===== src/rtl/fault_defs.svh =====
// Register addresses, field positions, reset values and timing counts
`ifndef FAULT_DEFS_SVH
`define FAULT_DEFS_SVH
`define REG_COMMAND 7'h48
`define REG_CONFIG 7'h49
`define REG_PRESET_HI 7'h51
`define REG_PRESET_MID 7'h52
`define REG_PRESET_LO 7'h53
`define CMD_APPLY_PRESET 8'h02
`define CMD_RESET 8'h00
`define CFG_RESET 8'h20
`define PRESET_RESET 24'h00_0000
`define CFG_BIT_SEL 1
`define CFG_BIT_EN 2
`define CFG_BIT_CODE 5
`define CFG_BIT_DIR 6
`define CFG_USED_MASK 8'h66
`define POS_WIDTH 24
`define REF_CLK_HZ 20000000
`define FRAME_TIMEOUT_NS 16000
`define FRAME_TIMEOUT_CYC ((`FRAME_TIMEOUT_NS * (`REF_CLK_HZ / 1000000)) / 1000)
`endif


===== src/rtl/fault_pkg.sv =====
// Types shared by the fault, position-hold and frame logic
package fault_pkg;
  typedef struct packed {
    logic valid;
    logic [23:0] value;
  } position_t;
  typedef struct packed {
    logic abs_ok;
    logic inc_ok;
    logic overspeed;
  } health_t;
  typedef enum logic [1:0] {
    ST_IDLE = 2'b00,
    ST_SHIFT = 2'b01,
    ST_WAIT = 2'b10
  } frame_state_t;
endpackage


===== src/rtl/pin_sync.sv =====
// Three-stage pin synchroniser with edge detection
`timescale 1ns/10ps
module pin_sync
(
  input wire logic ref_clk,
  input wire logic nrst,
  input wire logic pin,
  output logic level,
  output logic rise,
  output logic fall
);
  logic s1_q;
  logic s2_q;
  logic s3_q;
  logic lvl_q;
  logic agree;
  // First stage feeds only the second
  always_ff @(posedge ref_clk)
  begin
    if (!nrst)
    begin
      s1_q <= 1'b1;
      s2_q <= 1'b1;
      s3_q <= 1'b1;
      lvl_q <= 1'b1;
    end
    else
    begin
      s1_q <= pin;
      s2_q <= s1_q;
      s3_q <= s2_q;
      if (agree)
        lvl_q <= s3_q;
    end
  end
  // A change counts only once the second and third stages agree, so one-cycle glitches vanish
  assign agree = (s2_q == s3_q);
  assign level = lvl_q;
  assign rise = agree & s3_q & ~lvl_q;
  assign fall = agree & ~s3_q & lvl_q;
endmodule


===== src/rtl/encoder_fault_status.sv =====
// Fault flag, position hold and default registers of the serial readout
`timescale 1ns/10ps
`include "fault_defs.svh"
module encoder_fault_status
  import fault_pkg::*;
#(
  parameter int POS_BITS = `POS_WIDTH,
  parameter int TIMEOUT_CYC = `FRAME_TIMEOUT_CYC
)
(
  input wire logic ref_clk,
  input wire logic nrst,
  input wire logic [23:0] decoded_pos,
  input wire logic decoded_valid,
  input wire logic inc_path_ok,
  input wire logic overspeed,
  input wire logic link_clk,
  input wire logic link_data_in,
  input wire logic [6:0] cfg_addr,
  input wire logic [7:0] cfg_wdata,
  input wire logic cfg_we,
  output logic [7:0] cfg_rdata,
  output logic link_data_out,
  output logic fault_flag_active_low,
  output logic [23:0] position_out,
  output logic [23:0] preset_value,
  output logic preset_apply,
  output logic preset_is_offset,
  output logic preset_enabled,
  output logic code_binary,
  output logic dir_inverted
);
  // The idle counter is 16 bits wide and the frame carries at most 24 position bits
  if (POS_BITS < 1 || POS_BITS > 24)
  begin
    $error("POS_BITS out of range");
  end
  if (TIMEOUT_CYC < 1 || TIMEOUT_CYC > 65535)
  begin
    $error("TIMEOUT_CYC out of range");
  end

  function automatic logic [7:0] read_mux(input logic [6:0] a, input logic [7:0] cmd,
                                          input logic [7:0] cfg, input logic [23:0] pre);
    logic [7:0] r;
    r = 8'h00;
    unique case (a)
      `REG_COMMAND: r = cmd;
      `REG_CONFIG: r = cfg & `CFG_USED_MASK;
      `REG_PRESET_HI: r = pre[23:16];
      `REG_PRESET_MID: r = pre[15:8];
      `REG_PRESET_LO: r = pre[7:0];
      default: r = 8'h00;
    endcase
    return r;
  endfunction

  // One decoded write strobe per register address
  function automatic logic reg_hit(input logic we, input logic [6:0] a, input logic [6:0] tgt);
    return we && (a == tgt);
  endfunction

  // Internal state
  logic [7:0] cmd_q;
  logic [7:0] cfg_q;
  logic [23:0] preset_q;
  logic [23:0] preset_act_q;
  logic apply_q;
  logic [7:0] rdata_q;
  position_t pos_q;
  health_t health;
  logic flag_q;
  logic [24:0] shift_q;
  logic [24:0] shift_d;
  logic dout_q;
  frame_state_t state_q;
  logic [15:0] idle_cnt_q;

  // Decoded strobes and selections
  logic sclk_level;
  logic sclk_rise;
  logic sclk_fall;
  logic din_level;
  logic cmd_wr;
  logic cfg_wr;
  logic apply_cmd;
  logic healthy;
  logic timeout_hit;
  logic pre_hi_wr;
  logic pre_mid_wr;
  logic pre_lo_wr;
  logic pos_take;
  logic [7:0] rdata_d;
  logic cfg_sel;
  logic cfg_en;
  logic cfg_code;
  logic cfg_dir;

  // Master clock is asynchronous to ref_clk and is only ever sampled
  pin_sync u_clk_sync
  (
    .ref_clk(ref_clk),
    .nrst(nrst),
    .pin(link_clk),
    .level(sclk_level),
    .rise(sclk_rise),
    .fall(sclk_fall)
  );

  // Receive line is synchronised though no frame field reads it yet
  pin_sync u_din_sync
  (
    .ref_clk(ref_clk),
    .nrst(nrst),
    .pin(link_data_in),
    .level(din_level),
    .rise(),
    .fall()
  );

  assign cmd_wr = reg_hit(cfg_we, cfg_addr, `REG_COMMAND);
  assign cfg_wr = reg_hit(cfg_we, cfg_addr, `REG_CONFIG);
  // Preset bytes land one at a time; none of them moves the active value
  assign pre_hi_wr = reg_hit(cfg_we, cfg_addr, `REG_PRESET_HI);
  assign pre_mid_wr = reg_hit(cfg_we, cfg_addr, `REG_PRESET_MID);
  assign pre_lo_wr = reg_hit(cfg_we, cfg_addr, `REG_PRESET_LO);
  assign apply_cmd = cmd_wr && (cfg_wdata == `CMD_APPLY_PRESET);
  // Health word: absolute path, incremental path, overspeed
  assign health = {decoded_valid, inc_path_ok, overspeed};
  // Any path fault or overspeed pulls the flag low; recovery needs nothing
  assign healthy = health.abs_ok & health.inc_ok & ~health.overspeed;
  // An overspeed sample is not trusted even when the decoder calls it valid
  assign pos_take = decoded_valid && !overspeed;
  // Stops at the limit so the count cannot wrap back into a live frame
  assign timeout_hit = (idle_cnt_q >= 16'(TIMEOUT_CYC));
  assign shift_d = {shift_q[23:0], 1'b0};
  assign rdata_d = read_mux(cfg_addr, cmd_q, cfg_q, preset_q);
  // Enable field is active low: 0 means enabled
  assign cfg_sel = cfg_q[`CFG_BIT_SEL];
  assign cfg_en = ~cfg_q[`CFG_BIT_EN];
  assign cfg_code = cfg_q[`CFG_BIT_CODE];
  assign cfg_dir = cfg_q[`CFG_BIT_DIR];

  // Register file with the documented defaults
  always_ff @(posedge ref_clk)
  begin
    if (!nrst)
    begin
      cmd_q <= `CMD_RESET;
      cfg_q <= `CFG_RESET;
      preset_q <= `PRESET_RESET;
    end
    else
    begin
      if (cmd_wr)
        cmd_q <= cfg_wdata;
      // Unused configuration bits are dropped on write so they always read 0
      if (cfg_wr)
        cfg_q <= cfg_wdata & `CFG_USED_MASK;
      if (pre_hi_wr)
        preset_q[23:16] <= cfg_wdata;
      if (pre_mid_wr)
        preset_q[15:8] <= cfg_wdata;
      if (pre_lo_wr)
        preset_q[7:0] <= cfg_wdata;
    end
  end

  // Written value stays inert until the apply command
  always_ff @(posedge ref_clk)
  begin
    if (!nrst)
    begin
      preset_act_q <= `PRESET_RESET;
      apply_q <= 1'b0;
      rdata_q <= 8'h00;
    end
    else
    begin
      apply_q <= apply_cmd;
      if (apply_cmd)
        preset_act_q <= preset_q;
      rdata_q <= rdata_d;
    end
  end

  // Position hold and status flag; reset starts in alarm until a good read
  always_ff @(posedge ref_clk)
  begin
    if (!nrst)
    begin
      pos_q <= '0;
      flag_q <= 1'b0;
    end
    else
    begin
      if (pos_take)
      begin
        pos_q.value <= decoded_pos;
        pos_q.valid <= 1'b1;
      end
      flag_q <= healthy;
    end
  end

  // Frame: flag latched at frame start so it matches the frozen position
  always_ff @(posedge ref_clk)
  begin
    if (!nrst)
    begin
      state_q <= ST_IDLE;
      shift_q <= '0;
      dout_q <= 1'b1;
      idle_cnt_q <= '0;
    end
    else
    begin
      // Clocks without a link edge; a master that stops mid-frame ends the frame
      if (sclk_rise || sclk_fall)
        idle_cnt_q <= '0;
      else if (!timeout_hit)
        idle_cnt_q <= idle_cnt_q + 16'h0001;
      unique case (state_q)
        ST_IDLE:
        begin
          dout_q <= 1'b1;
          // Position and flag are frozen together at the first falling edge
          if (sclk_fall)
          begin
            shift_q <= {pos_q.value, flag_q};
            state_q <= ST_SHIFT;
          end
        end
        ST_SHIFT:
        begin
          // Rises beyond the 25th shift out zeros
          if (sclk_rise)
          begin
            dout_q <= shift_q[24];
            shift_q <= shift_d;
          end
          if (timeout_hit)
            state_q <= ST_WAIT;
        end
        // A clock still low here must not be taken as the start of a new frame
        ST_WAIT:
        begin
          dout_q <= 1'b1;
          if (sclk_level)
            state_q <= ST_IDLE;
        end
        default: state_q <= ST_IDLE;
      endcase
    end
  end

  // Every output is registered here so the pins never see decode glitches
  always_ff @(posedge ref_clk)
  begin
    if (!nrst)
    begin
      fault_flag_active_low <= 1'b0;
      position_out <= '0;
      preset_value <= `PRESET_RESET;
      preset_apply <= 1'b0;
      preset_is_offset <= 1'b0;
      preset_enabled <= 1'b1;
      code_binary <= 1'b1;
      dir_inverted <= 1'b0;
      cfg_rdata <= 8'h00;
      link_data_out <= 1'b1;
    end
    else
    begin
      fault_flag_active_low <= flag_q;
      position_out <= pos_q.value;
      preset_value <= preset_act_q;
      preset_apply <= apply_q;
      preset_is_offset <= cfg_sel;
      preset_enabled <= cfg_en;
      code_binary <= cfg_code;
      dir_inverted <= cfg_dir;
      cfg_rdata <= rdata_q;
      link_data_out <= dout_q ^ (1'b0 & din_level);
    end
  end
endmodule


===== config.mk =====
export PLATFORM = sky130hd
export DESIGN_NAME = encoder_fault_status
export DESIGN_NICKNAME = d
export VERILOG_FILES = /design/src/rtl/fault_pkg.sv /design/src/rtl/pin_sync.sv /design/src/rtl/encoder_fault_status.sv
export VERILOG_INCLUDE_DIRS = /design/src /design/src/rtl
export SDC_FILE = /design/constraint.sdc
export NUM_CORES = 1
export LEC_CHECK = 0
export ABC_AREA = 1
export BUFFER_PORTS_ARGS = -buffer_cell sky130_fd_sc_hd__buf_4
export CAP_MARGIN = 30
export CELL_PAD_IN_SITES_DETAIL_PLACEMENT = 2
export CELL_PAD_IN_SITES_GLOBAL_PLACEMENT = 2
export CORE_MARGIN = 8
export CORE_UTILIZATION = 36
export CTS_CLUSTER_DIAMETER = 100
export DETAILED_ROUTE_END_ITERATION = 12
export GPL_ROUTABILITY_DRIVEN = 0
export PLACE_DENSITY_LB_ADDON = 0.1
export RECOVER_POWER = 25
export REMOVE_ABC_BUFFERS = 1
export SYNTH_ARGS = -nofsm -noshare
export SYNTH_HDL_FRONTEND = slang
export SYNTH_SLANG_ARGS = --single-unit

===== constraint.sdc =====
create_clock -name ref_clk -period 2 [get_ports ref_clk]
set_input_delay 0.1 -clock ref_clk [delete_from_list [all_inputs] [get_ports ref_clk]]
set_output_delay 0.1 -clock ref_clk [all_outputs]
set_load 0.005 [all_outputs]

==> results of run 1 <==
final timing paths:
| kind | end | slack (ns) | cells past startpoint |
|---|---|---|---|
| hold / removal | cfg_q[5]$_SDFFE_PN1P_ | 0.09 | 3 |
| hold reg to reg | preset_enabled$_SDFF_PN1_ | 0.41 | 1 |
| setup reg to reg | shift_q[14]$_SDFFE_PN0P_ | 0.44 | 8 |
| setup / recovery | shift_q[14]$_SDFFE_PN0P_ | 0.44 | 8 |
critical path, delay by kind of cell (launching register included):
family / cells / cell delay [ns]
and+or+nand+nor: 3 / 0.40
DFF: 1 / 0.34
AOI/OAI and AO/OA: 2 / 0.30
buffers and inverters: 2 / 0.25
adders and majority gates: 1 / 0.16
placed cells by master (no fill, tap or decap), drive strengths merged:
cell	n
inv	106
nand4	2
nand2	240
clkbuf	38
bufinv	1
dlygate4sd3	35
nor3	5
nor2	106
xnor2	1
o21ai	71
ha	4
nand3	68
nand3b	1
xor2	3
clkinv	5
buf	120
dfxtp	205
or2	3
a21oi	70
nor3b	1
a31oi	24
per-layer routing:
metal	global-route usage	wire length, um	vias up
met3	0.0299	840	25
met2	0.342	12100	97
met4	0.0370	339	0
li1	-	-	3298
met1	0.202	9980	3243
met5	0	0	-
cells by family (layout without fill, tap and decap cells):
kind of cell	after synthesis	count (layout)
compound gates	165	165
xor+xnor	4	4
fa+ha+maj	4	4
buf+inv	154	305
flops	205	205
simple gates	426	426
state kept, by name, indices dropped and copies added, names as in the netlist, 2 cells and up:
name	cells
preset_value	24
cfg_q	4
preset_q	24
rdata_q	8
shift_q	25
cfg_rdata	8
cmd_q	8
state_q	2
idle_cnt_q	16
pos_q	24
preset_act_q	24
position_out	24
stage by stage:
| step | setup slack [ns] | hold slack (ns) |
|---|---|---|
| final | 0.439 | 0.0863 |
| after global routing | 0.265 | 0.0872 |
| after global placement | 0.539 | 0.297 |
| after CTS | 0.410 | 0.0531 |
| after detailed placement | 0.451 | 0.296 |
| after floorplan | 0.0574 | 0.169 |
final cells by class:
type                    instances  share of cell area
flip-flops and latches        205               0.421
multi-input cells             599               0.295
well taps                     275              0.0353
inverters                     107              0.0413
clock buffers                  36              0.0702
clock inverters                 5             0.00513
repair buffers                157               0.132
power by group:
group	internal (mW)	switching [mW]	leakage (nW)	total (mW)
logic	0.201	0.276	2.37	0.477
clock network	2.47	1.64	0.365	4.11
registers	4.15	0.0452	1.66	4.20
total	6.82	1.97	4.39	8.79
==> out/metrics.yaml, run 1 <==
status: "complete, no violations"
setup_tns_ns: 0
dieWidth_um: 162
antenna_found_initial: 0
required_ns: 2.42
yosys.cell_types.count: 35
min_period_ns: 1.56
dieArea_um2: 26200
final_antenna_net_count: 0
multi_input_area_um2: 2870
layout-drive-gt1-share: 0.181
clock-root-buffer: "clkbuf_16"
drt_iter0_drc: 181
register_area_um2: 4100
timing.rr.start: "u_clk_sync.s3_q$_SDFF_PN1_"
grt_usage: 0.178
finalInstanceArea_um2: 9750
gr-total-overflow: 0
placement.cell_area_um2: 8660
hold_start: "nrst"
cts.path.max_buffers: 3
nets: 1144
synth.most_common_cell: "nand2_1"
synth_top_area_frac: 0.535
synth_common_cells: "234 x nand2_1, 205 x dfxtp_1, 99 x inv_1"
path_max_fanout: 49
setup_violations: 0
avgRoutedWirePerCell_um: 16.8
syn_area_um2: 7670
synthXorXnorAreaFrac: 0.00457
hold_class: "primary input to flip-flop"
tightest_slew_ns: 1.04
hold_viol_final: 0
fmax_mhz: 641
place_inst: 1308
ir_worst_vdd_v: 0.000559
slew-limit-headroom: 0.309
ios: 110
dp.final_hpwl_um: 14600
die_h_um: 162
synth_top_family_by_area: "simple AND/OR/NAND/NOR gates"
synthCells: 958
drv_slew: 0
syn_area_per_cell_um2: 8.00
antennaDiodeCount: 0
synth_compound_area_frac: 0.116
crit_path_start: "u_clk_sync.s3_q$_SDFF_PN1_"
startpoint_type: "flip-flop"
h-tree-depth: 1
cts_buffers: 23
max_stage_delay_ns: 0.34
drc_errors: 0
min_period_over_period: 0.780
syn_to_final_growth_pct: 27.2
drv_cap: 0
muxShareOfSynthArea: 0
synth_flop_cell: "dfxtp_1"
cp_cell_sequence: "ha_1, inv_1, nor2_1, nand2_1, nand2_1, buf_12, o21ai_0, a31oi_1"
n_fill_cell: 2364
ctsResizeCount: 0
post_cts_buffers: 0
drt_wl_total_um: 23300
core.rowCount: 53
end_kind: "flip-flop"
holdBufCountCts: 35
power_per_cell_area_nw_per_um2: 901
rsz0062_at_grt: "false"
worstSetupPathType: "flip-flop to flip-flop"
synth-adder-area-share: 0.00653
ys_seq_elements: 205
port_buffers: 108
instances_no_fill: 1384
cts_tree: "yes"
yosys-top-cells-area: "dfxtp_1 54%, nand2_1 11%, inv_1 4.8%"
grt_pass1_vias: 7462
core_area_um2: 21000
skew_ns: 0.00749
synth_edf_count: 0
clk_pin_slew_worst_paths_ns: 0.06
clock_latency_ns: 0.50
synthArstFlopShare: 0
start_util: 0.366
ys_seq_area_frac: 0.535
utilization: 0.465
dr_total_vias: 6663
grt_pass1_wl_um: 38800
grt_max_degree: 99
critPathMostFrequentCell: "nand2_1"
p_leak_nw: 4.39
synth_top_area_cell: "dfxtp_1"
yosys_warnings: 0
cts_sinks: 205
crit_arrival_ns: 1.98
drt_first_pass_iters: 4
synthSimpleGateAreaFrac: 0.248
power_mw: 8.79
viasPerCell: 4.81
slowest_stage: "dfxtp_1"
Note: power is estimated with default switching activity, not from simulation.
==> run 2, diff against run 1 <==
CORE_UTILIZATION = 30   (was 36)
clock period = 1.3 ns   (was 2 ns; I/O delays follow)
==> out/metrics.yaml, run 2 (same netlist as run 1, synthesis figures left out) <==
min_period_ns: 1.44
dp.final_hpwl_um: 15500
violations: "setup timing"
power.switching_mw: 3.20
avgRoutedWirePerCell_um: 16.8
grt_max_degree: 79
h-tree-depth: 1
hold_slack_ns: 0.0130
syn_to_final_growth_pct: 41.1
cts_buffers: 24
hold_viol_final: 0
crit_arrival_ns: 1.87
worstSetupPathType: "flip-flop to flip-flop"
drc_errors: 0
layout-drive-gt1-share: 0.267
power_per_cell_area_nw_per_um2: 1310
drv_cap: 0
min_period_over_period: 1.11
clk_pin_slew_worst_paths_ns: 0.06
end_kind: "flip-flop"
cts.path.max_buffers: 3
drt_iter0_drc: 202
startpoint_type: "flip-flop"
power_mw: 14.2
drt_wl_total_um: 24900
tightest_slew_ns: 0.375
final_antenna_net_count: 0
placement.cell_area_um2: 9140
port_buffers: 108
nets: 1190
largest_reg_flops: 25
p_leak_nw: 4.75
status: "finished with violations"
core.rowCount: 58
top_register: "shift_q"
p_int_mw: 11.0
cts_sinks: 205
ir_worst_vdd_v: 0.000828
mostFrequentLayoutCells: "227 x nand2_1, 201 x dfxtp_1, 140 x buf_4"
core_area_um2: 25100
antenna_found_initial: 0
drv_slew: 0
slew-limit-headroom: 0.750
skew_ns: 0.0178
clock_latency_ns: 0.52
ios: 110
fmax_mhz: 695
clock-root-buffer: "clkbuf_16"
dieArea_um2: 30900
grt_pass1_wl_um: 40000
viasPerCell: 4.64
grt_usage: 0.156
required_ns: 1.73
finalInstanceArea_um2: 10800
finalWorstSetupSlack_ns: -0.139
setup_violations: 41
seqPwrFrac: 0.457
clkPwrFrac: 0.482
layout_commonest_cell: "nand2_1"
grt_pass1_vias: 7538
hold_class: "primary input to flip-flop"
dieWidth_um: 176
die_h_um: 176
power_frac_comb: 0.062
switching_share: 0.226
drt_first_pass_iters: 4
path_max_fanout: 12
antennaDiodeCount: 0
gr-total-overflow: 0
cts_tree: "yes"
start_util: 0.305
dr_total_vias: 6885
rsz0062_at_grt: "true"
n_fill_cell: 2818
## run 2: cell count changes in the layout (fill, tap and decap cells not counted), moves of 10 or more
cell / previous run / this run
nor2_1: 96 / 81
a31oi_1: 24 / 14
buf_12: 2 / 13
buf_4: 118 / 140
o21ai_0: 65 / 47
## run 2: path summary, 6_finish.rpt
check / slack (ns) / startpoint / depth (start not counted) / end
max: -0.14 / u_clk_sync.s2_q$_SDFF_PN1_ / 8 / shift_q[4]$_SDFFE_PN0P_
min: 0.01 / nrst / 4 / cfg_rdata[4]$_SDFF_PN0_
min reg2reg: 0.41 / cfg_q[2]$_SDFFE_PN0P_ / 1 / preset_enabled$_SDFF_PN1_
max reg2reg: -0.14 / u_clk_sync.s2_q$_SDFF_PN1_ / 8 / shift_q[4]$_SDFFE_PN0P_
## run 2: power by group through the flow
stage / clock network (mW) / logic (mW) / registers, mW
after floorplan: 0 / 0.253 / 6.58
after global placement: 0 / 0.694 / 6.59
after detailed placement: 0 / 0.711 / 6.60
after CTS: 7.01 / 0.828 / 6.46
after global routing: 7.28 / 0.963 / 6.47
final: 6.82 / 0.873 / 6.46
## run 2: cell type report
| cell class | instances | area, um2 | area share |
|---|---|---|---|
| clock inverter | 7 | 85.1 | 0.00786 |
| clock buffer | 34 | 709 | 0.0656 |
| tap | 330 | 413 | 0.0382 |
| multi-input combinational | 599 | 3180 | 0.294 |
| inverter | 107 | 410 | 0.0379 |
| timing repair buffer | 202 | 1910 | 0.176 |
| sequential | 205 | 4110 | 0.380 |
## run 2: layer usage
metal  share of wire  track usage  up-vias
met1            0.43        0.184     3325
li1                -            -     3398
met5               0            0        -
met2            0.51        0.284      122
met4           0.025       0.0445        0
met3           0.040       0.0286       40
## run 2: stage by stage
| stage | setup WS, ns | TNS, ns | util | instances |
|---|---|---|---|---|
| 6_report | -0.139 | -4.23 | 0.431 | 1484 |
| 5_1_grt | -0.196 | -5.72 | 0.431 | 1484 |
| 4_1_cts | -0.0810 | -1.71 | 0.421 | 1485 |
| 3_5_place_dp | -0.170 | -3.40 | 0.364 | 1397 |
| 3_3_place_gp | -0.0436 | -0.907 | 0.364 | 1397 |
| 2_1_floorplan | -0.643 | -16.86 | - | 911 |
## run 2: timing repair
item	in CTS	in global routing
buffers inserted	7	3
endpoints found under the setup margin	41	46
resized for setup	38	71
pin swaps	3	11
hold endpoints to repair	50	0
hold buffers	35	0
cloned	5	2
## run 2: critical path, cell delays in order, from the launching register on
cell and delay [ns]:
dfxtp_4 0.37, ha_4 0.15, inv_4 0.04, nor2_4 0.12
nand2_2 0.10, nand2_4 0.13, buf_8 0.16, o21ai_1 0.09
a31oi_2 0.19
==> run 3, diff against run 2 <==
CORE_UTILIZATION = 33   (was 30)
PLACE_DENSITY = 0.83   (was not set)
PLACE_DENSITY_LB_ADDON = not set   (was 0.1)
clock period = 1.5 ns   (was 1.3 ns; I/O delays follow)
==> out/metrics.yaml, run 3 (same netlist as run 1, synthesis figures left out) <==
status: "complete, no violations"
cts_tree: "yes"
port_buffers: 108
drt_wl_total_um: 25600
setup_violations: 0
cts_sinks: 205
cts.path.max_buffers: 3
rsz0062_at_grt: "true"
dp.final_hpwl_um: 15400
whs_path_depth: 3
max_stage_delay_ns: 0.34
dieWidth_um: 168
core.rowCount: 55
h-tree-depth: 1
place_ws_ns: 0.0107
finalWorstSetupSlack_ns: 0.0836
end_kind: "flip-flop"
worstSetupPathType: "flip-flop to flip-flop"
antenna_found_initial: 0
grt_usage: 0.175
slowest_stage: "dfxtp_1"
place_inst: 1324
slew-limit-headroom: 0.760
dr_total_vias: 6911
die_h_um: 168
tightest_slew_ns: 0.359
crit_cells: 8
gr-total-overflow: 0
power_per_cell_area_nw_per_um2: 1200
hold_viol_final: 0
register_area_um2: 4100
grt_max_degree: 68
drc_errors: 0
drt_first_pass_iters: 4
dieArea_um2: 28400
startpoint_type: "flip-flop"
multi_input_area_um2: 2930
ir_worst_vdd_v: 0.000649
syn_to_final_growth_pct: 32.3
start_util: 0.338
fmax_mhz: 706
grt_pass1_wl_um: 40800
layout-drive-gt1-share: 0.198
grt_pass1_vias: 7766
hold_class: "primary input to flip-flop"
antennaDiodeCount: 0
top_register: "shift_q"
cts_buffers: 24
ios: 110
min_period_ns: 1.42
setup_tns_ns: 0
clock_latency_ns: 0.51
finalInstanceArea_um2: 10100
r2r_cells: 8
core_area_um2: 22700
cp_cell_sequence: "ha_1, inv_1, nor2_2, nand2_2, nand2_4, buf_4, buf_16, a31oi_1"
drt_iter0_drc: 206
path_buf_inv: 3
drv_cap: 0
instances_no_fill: 1410
avgRoutedWirePerCell_um: 18.2
path_max_fanout: 24
viasPerCell: 4.90
mostFrequentLayoutCells: "231 x nand2_1, 205 x dfxtp_1, 119 x buf_4"
min_period_over_period: 0.944
layout_commonest_cell: "nand2_1"
required_ns: 1.88
placement.cell_area_um2: 8810
drv_slew: 0
p_leak_nw: 4.54
clock-root-buffer: "clkbuf_16"
largest_reg_flops: 25
critPathTopFamily: "buffers and inverters"
final_antenna_net_count: 0
crit_arrival_ns: 1.80
n_fill_cell: 2513
skew_ns: 0.0105
nets: 1161
clk_pin_slew_worst_paths_ns: 0.06
[run 3: worst paths after layout]
path                         startpoint                        end  slack [ns]
max          u_clk_sync.s2_q$_SDFF_PN1_   shift_q[12]$_SDFFE_PN0P_        0.08
min                                nrst  preset_enabled$_SDFF_PN1_        0.04
max reg2reg  u_clk_sync.s2_q$_SDFF_PN1_   shift_q[12]$_SDFFE_PN0P_        0.08
min reg2reg       rdata_q[1]$_SDFF_PN0_    cfg_rdata[1]$_SDFF_PN0_        0.41
[run 3: worst min-delay path, stage by stage]
cell and delay (ns):
buf_4 0.16, buf_12 0.17, nand2_1 0.09
[run 3: final cells by class]
type                    count  area share
well taps                 285      0.0352
inverters                 107      0.0397
repair buffers            172       0.153
flip-flops and latches    205       0.405
clock inverters             6     0.00814
multi-input cells         600       0.289
clock buffers              35      0.0703
[run 3: power breakdown]
group | total, mW | internal, mW | switching, mW | leakage [nW]
clock network | 5.87 | 3.61 | 2.26 | 0.390
registers | 5.61 | 5.54 | 0.0683 | 1.66
logic | 0.696 | 0.300 | 0.396 | 2.49
total | 12.2 | 9.45 | 2.72 | 4.54
[run 3: per-layer routing]
metal,vias up,wire length (um),global-route usage
met5,-,0,0
met4,0,704,0.0536
met2,129,13300,0.333
li1,3333,-,-
met3,46,1030,0.0337
met1,3403,10500,0.192
[run 3: what timing repair did]
| action | CTS | global route |
|---|---|---|
| setup buffers | 0 | 2 |
| endpoints found under the setup margin | 4 | 49 |
| gates resized for setup | 2 | 15 |
| hold buffers | 41 | 0 |
| pin swaps | 0 | 4 |
| cloned | 1 | 2 |
| hold endpoints to repair | 70 | 0 |
[run 3: metrics by stage]
step / total power, mW / util / hold slack, ns
finish: 12.2 / 0.447 / 0.0427
global route: 12.6 / 0.447 / 0.0439
CTS: 12.3 / 0.443 / 0.0191
detailed placement: 6.30 / 0.388 / 0.277
global placement: 6.27 / 0.388 / 0.275
floorplan: 5.92 / - / 0.144
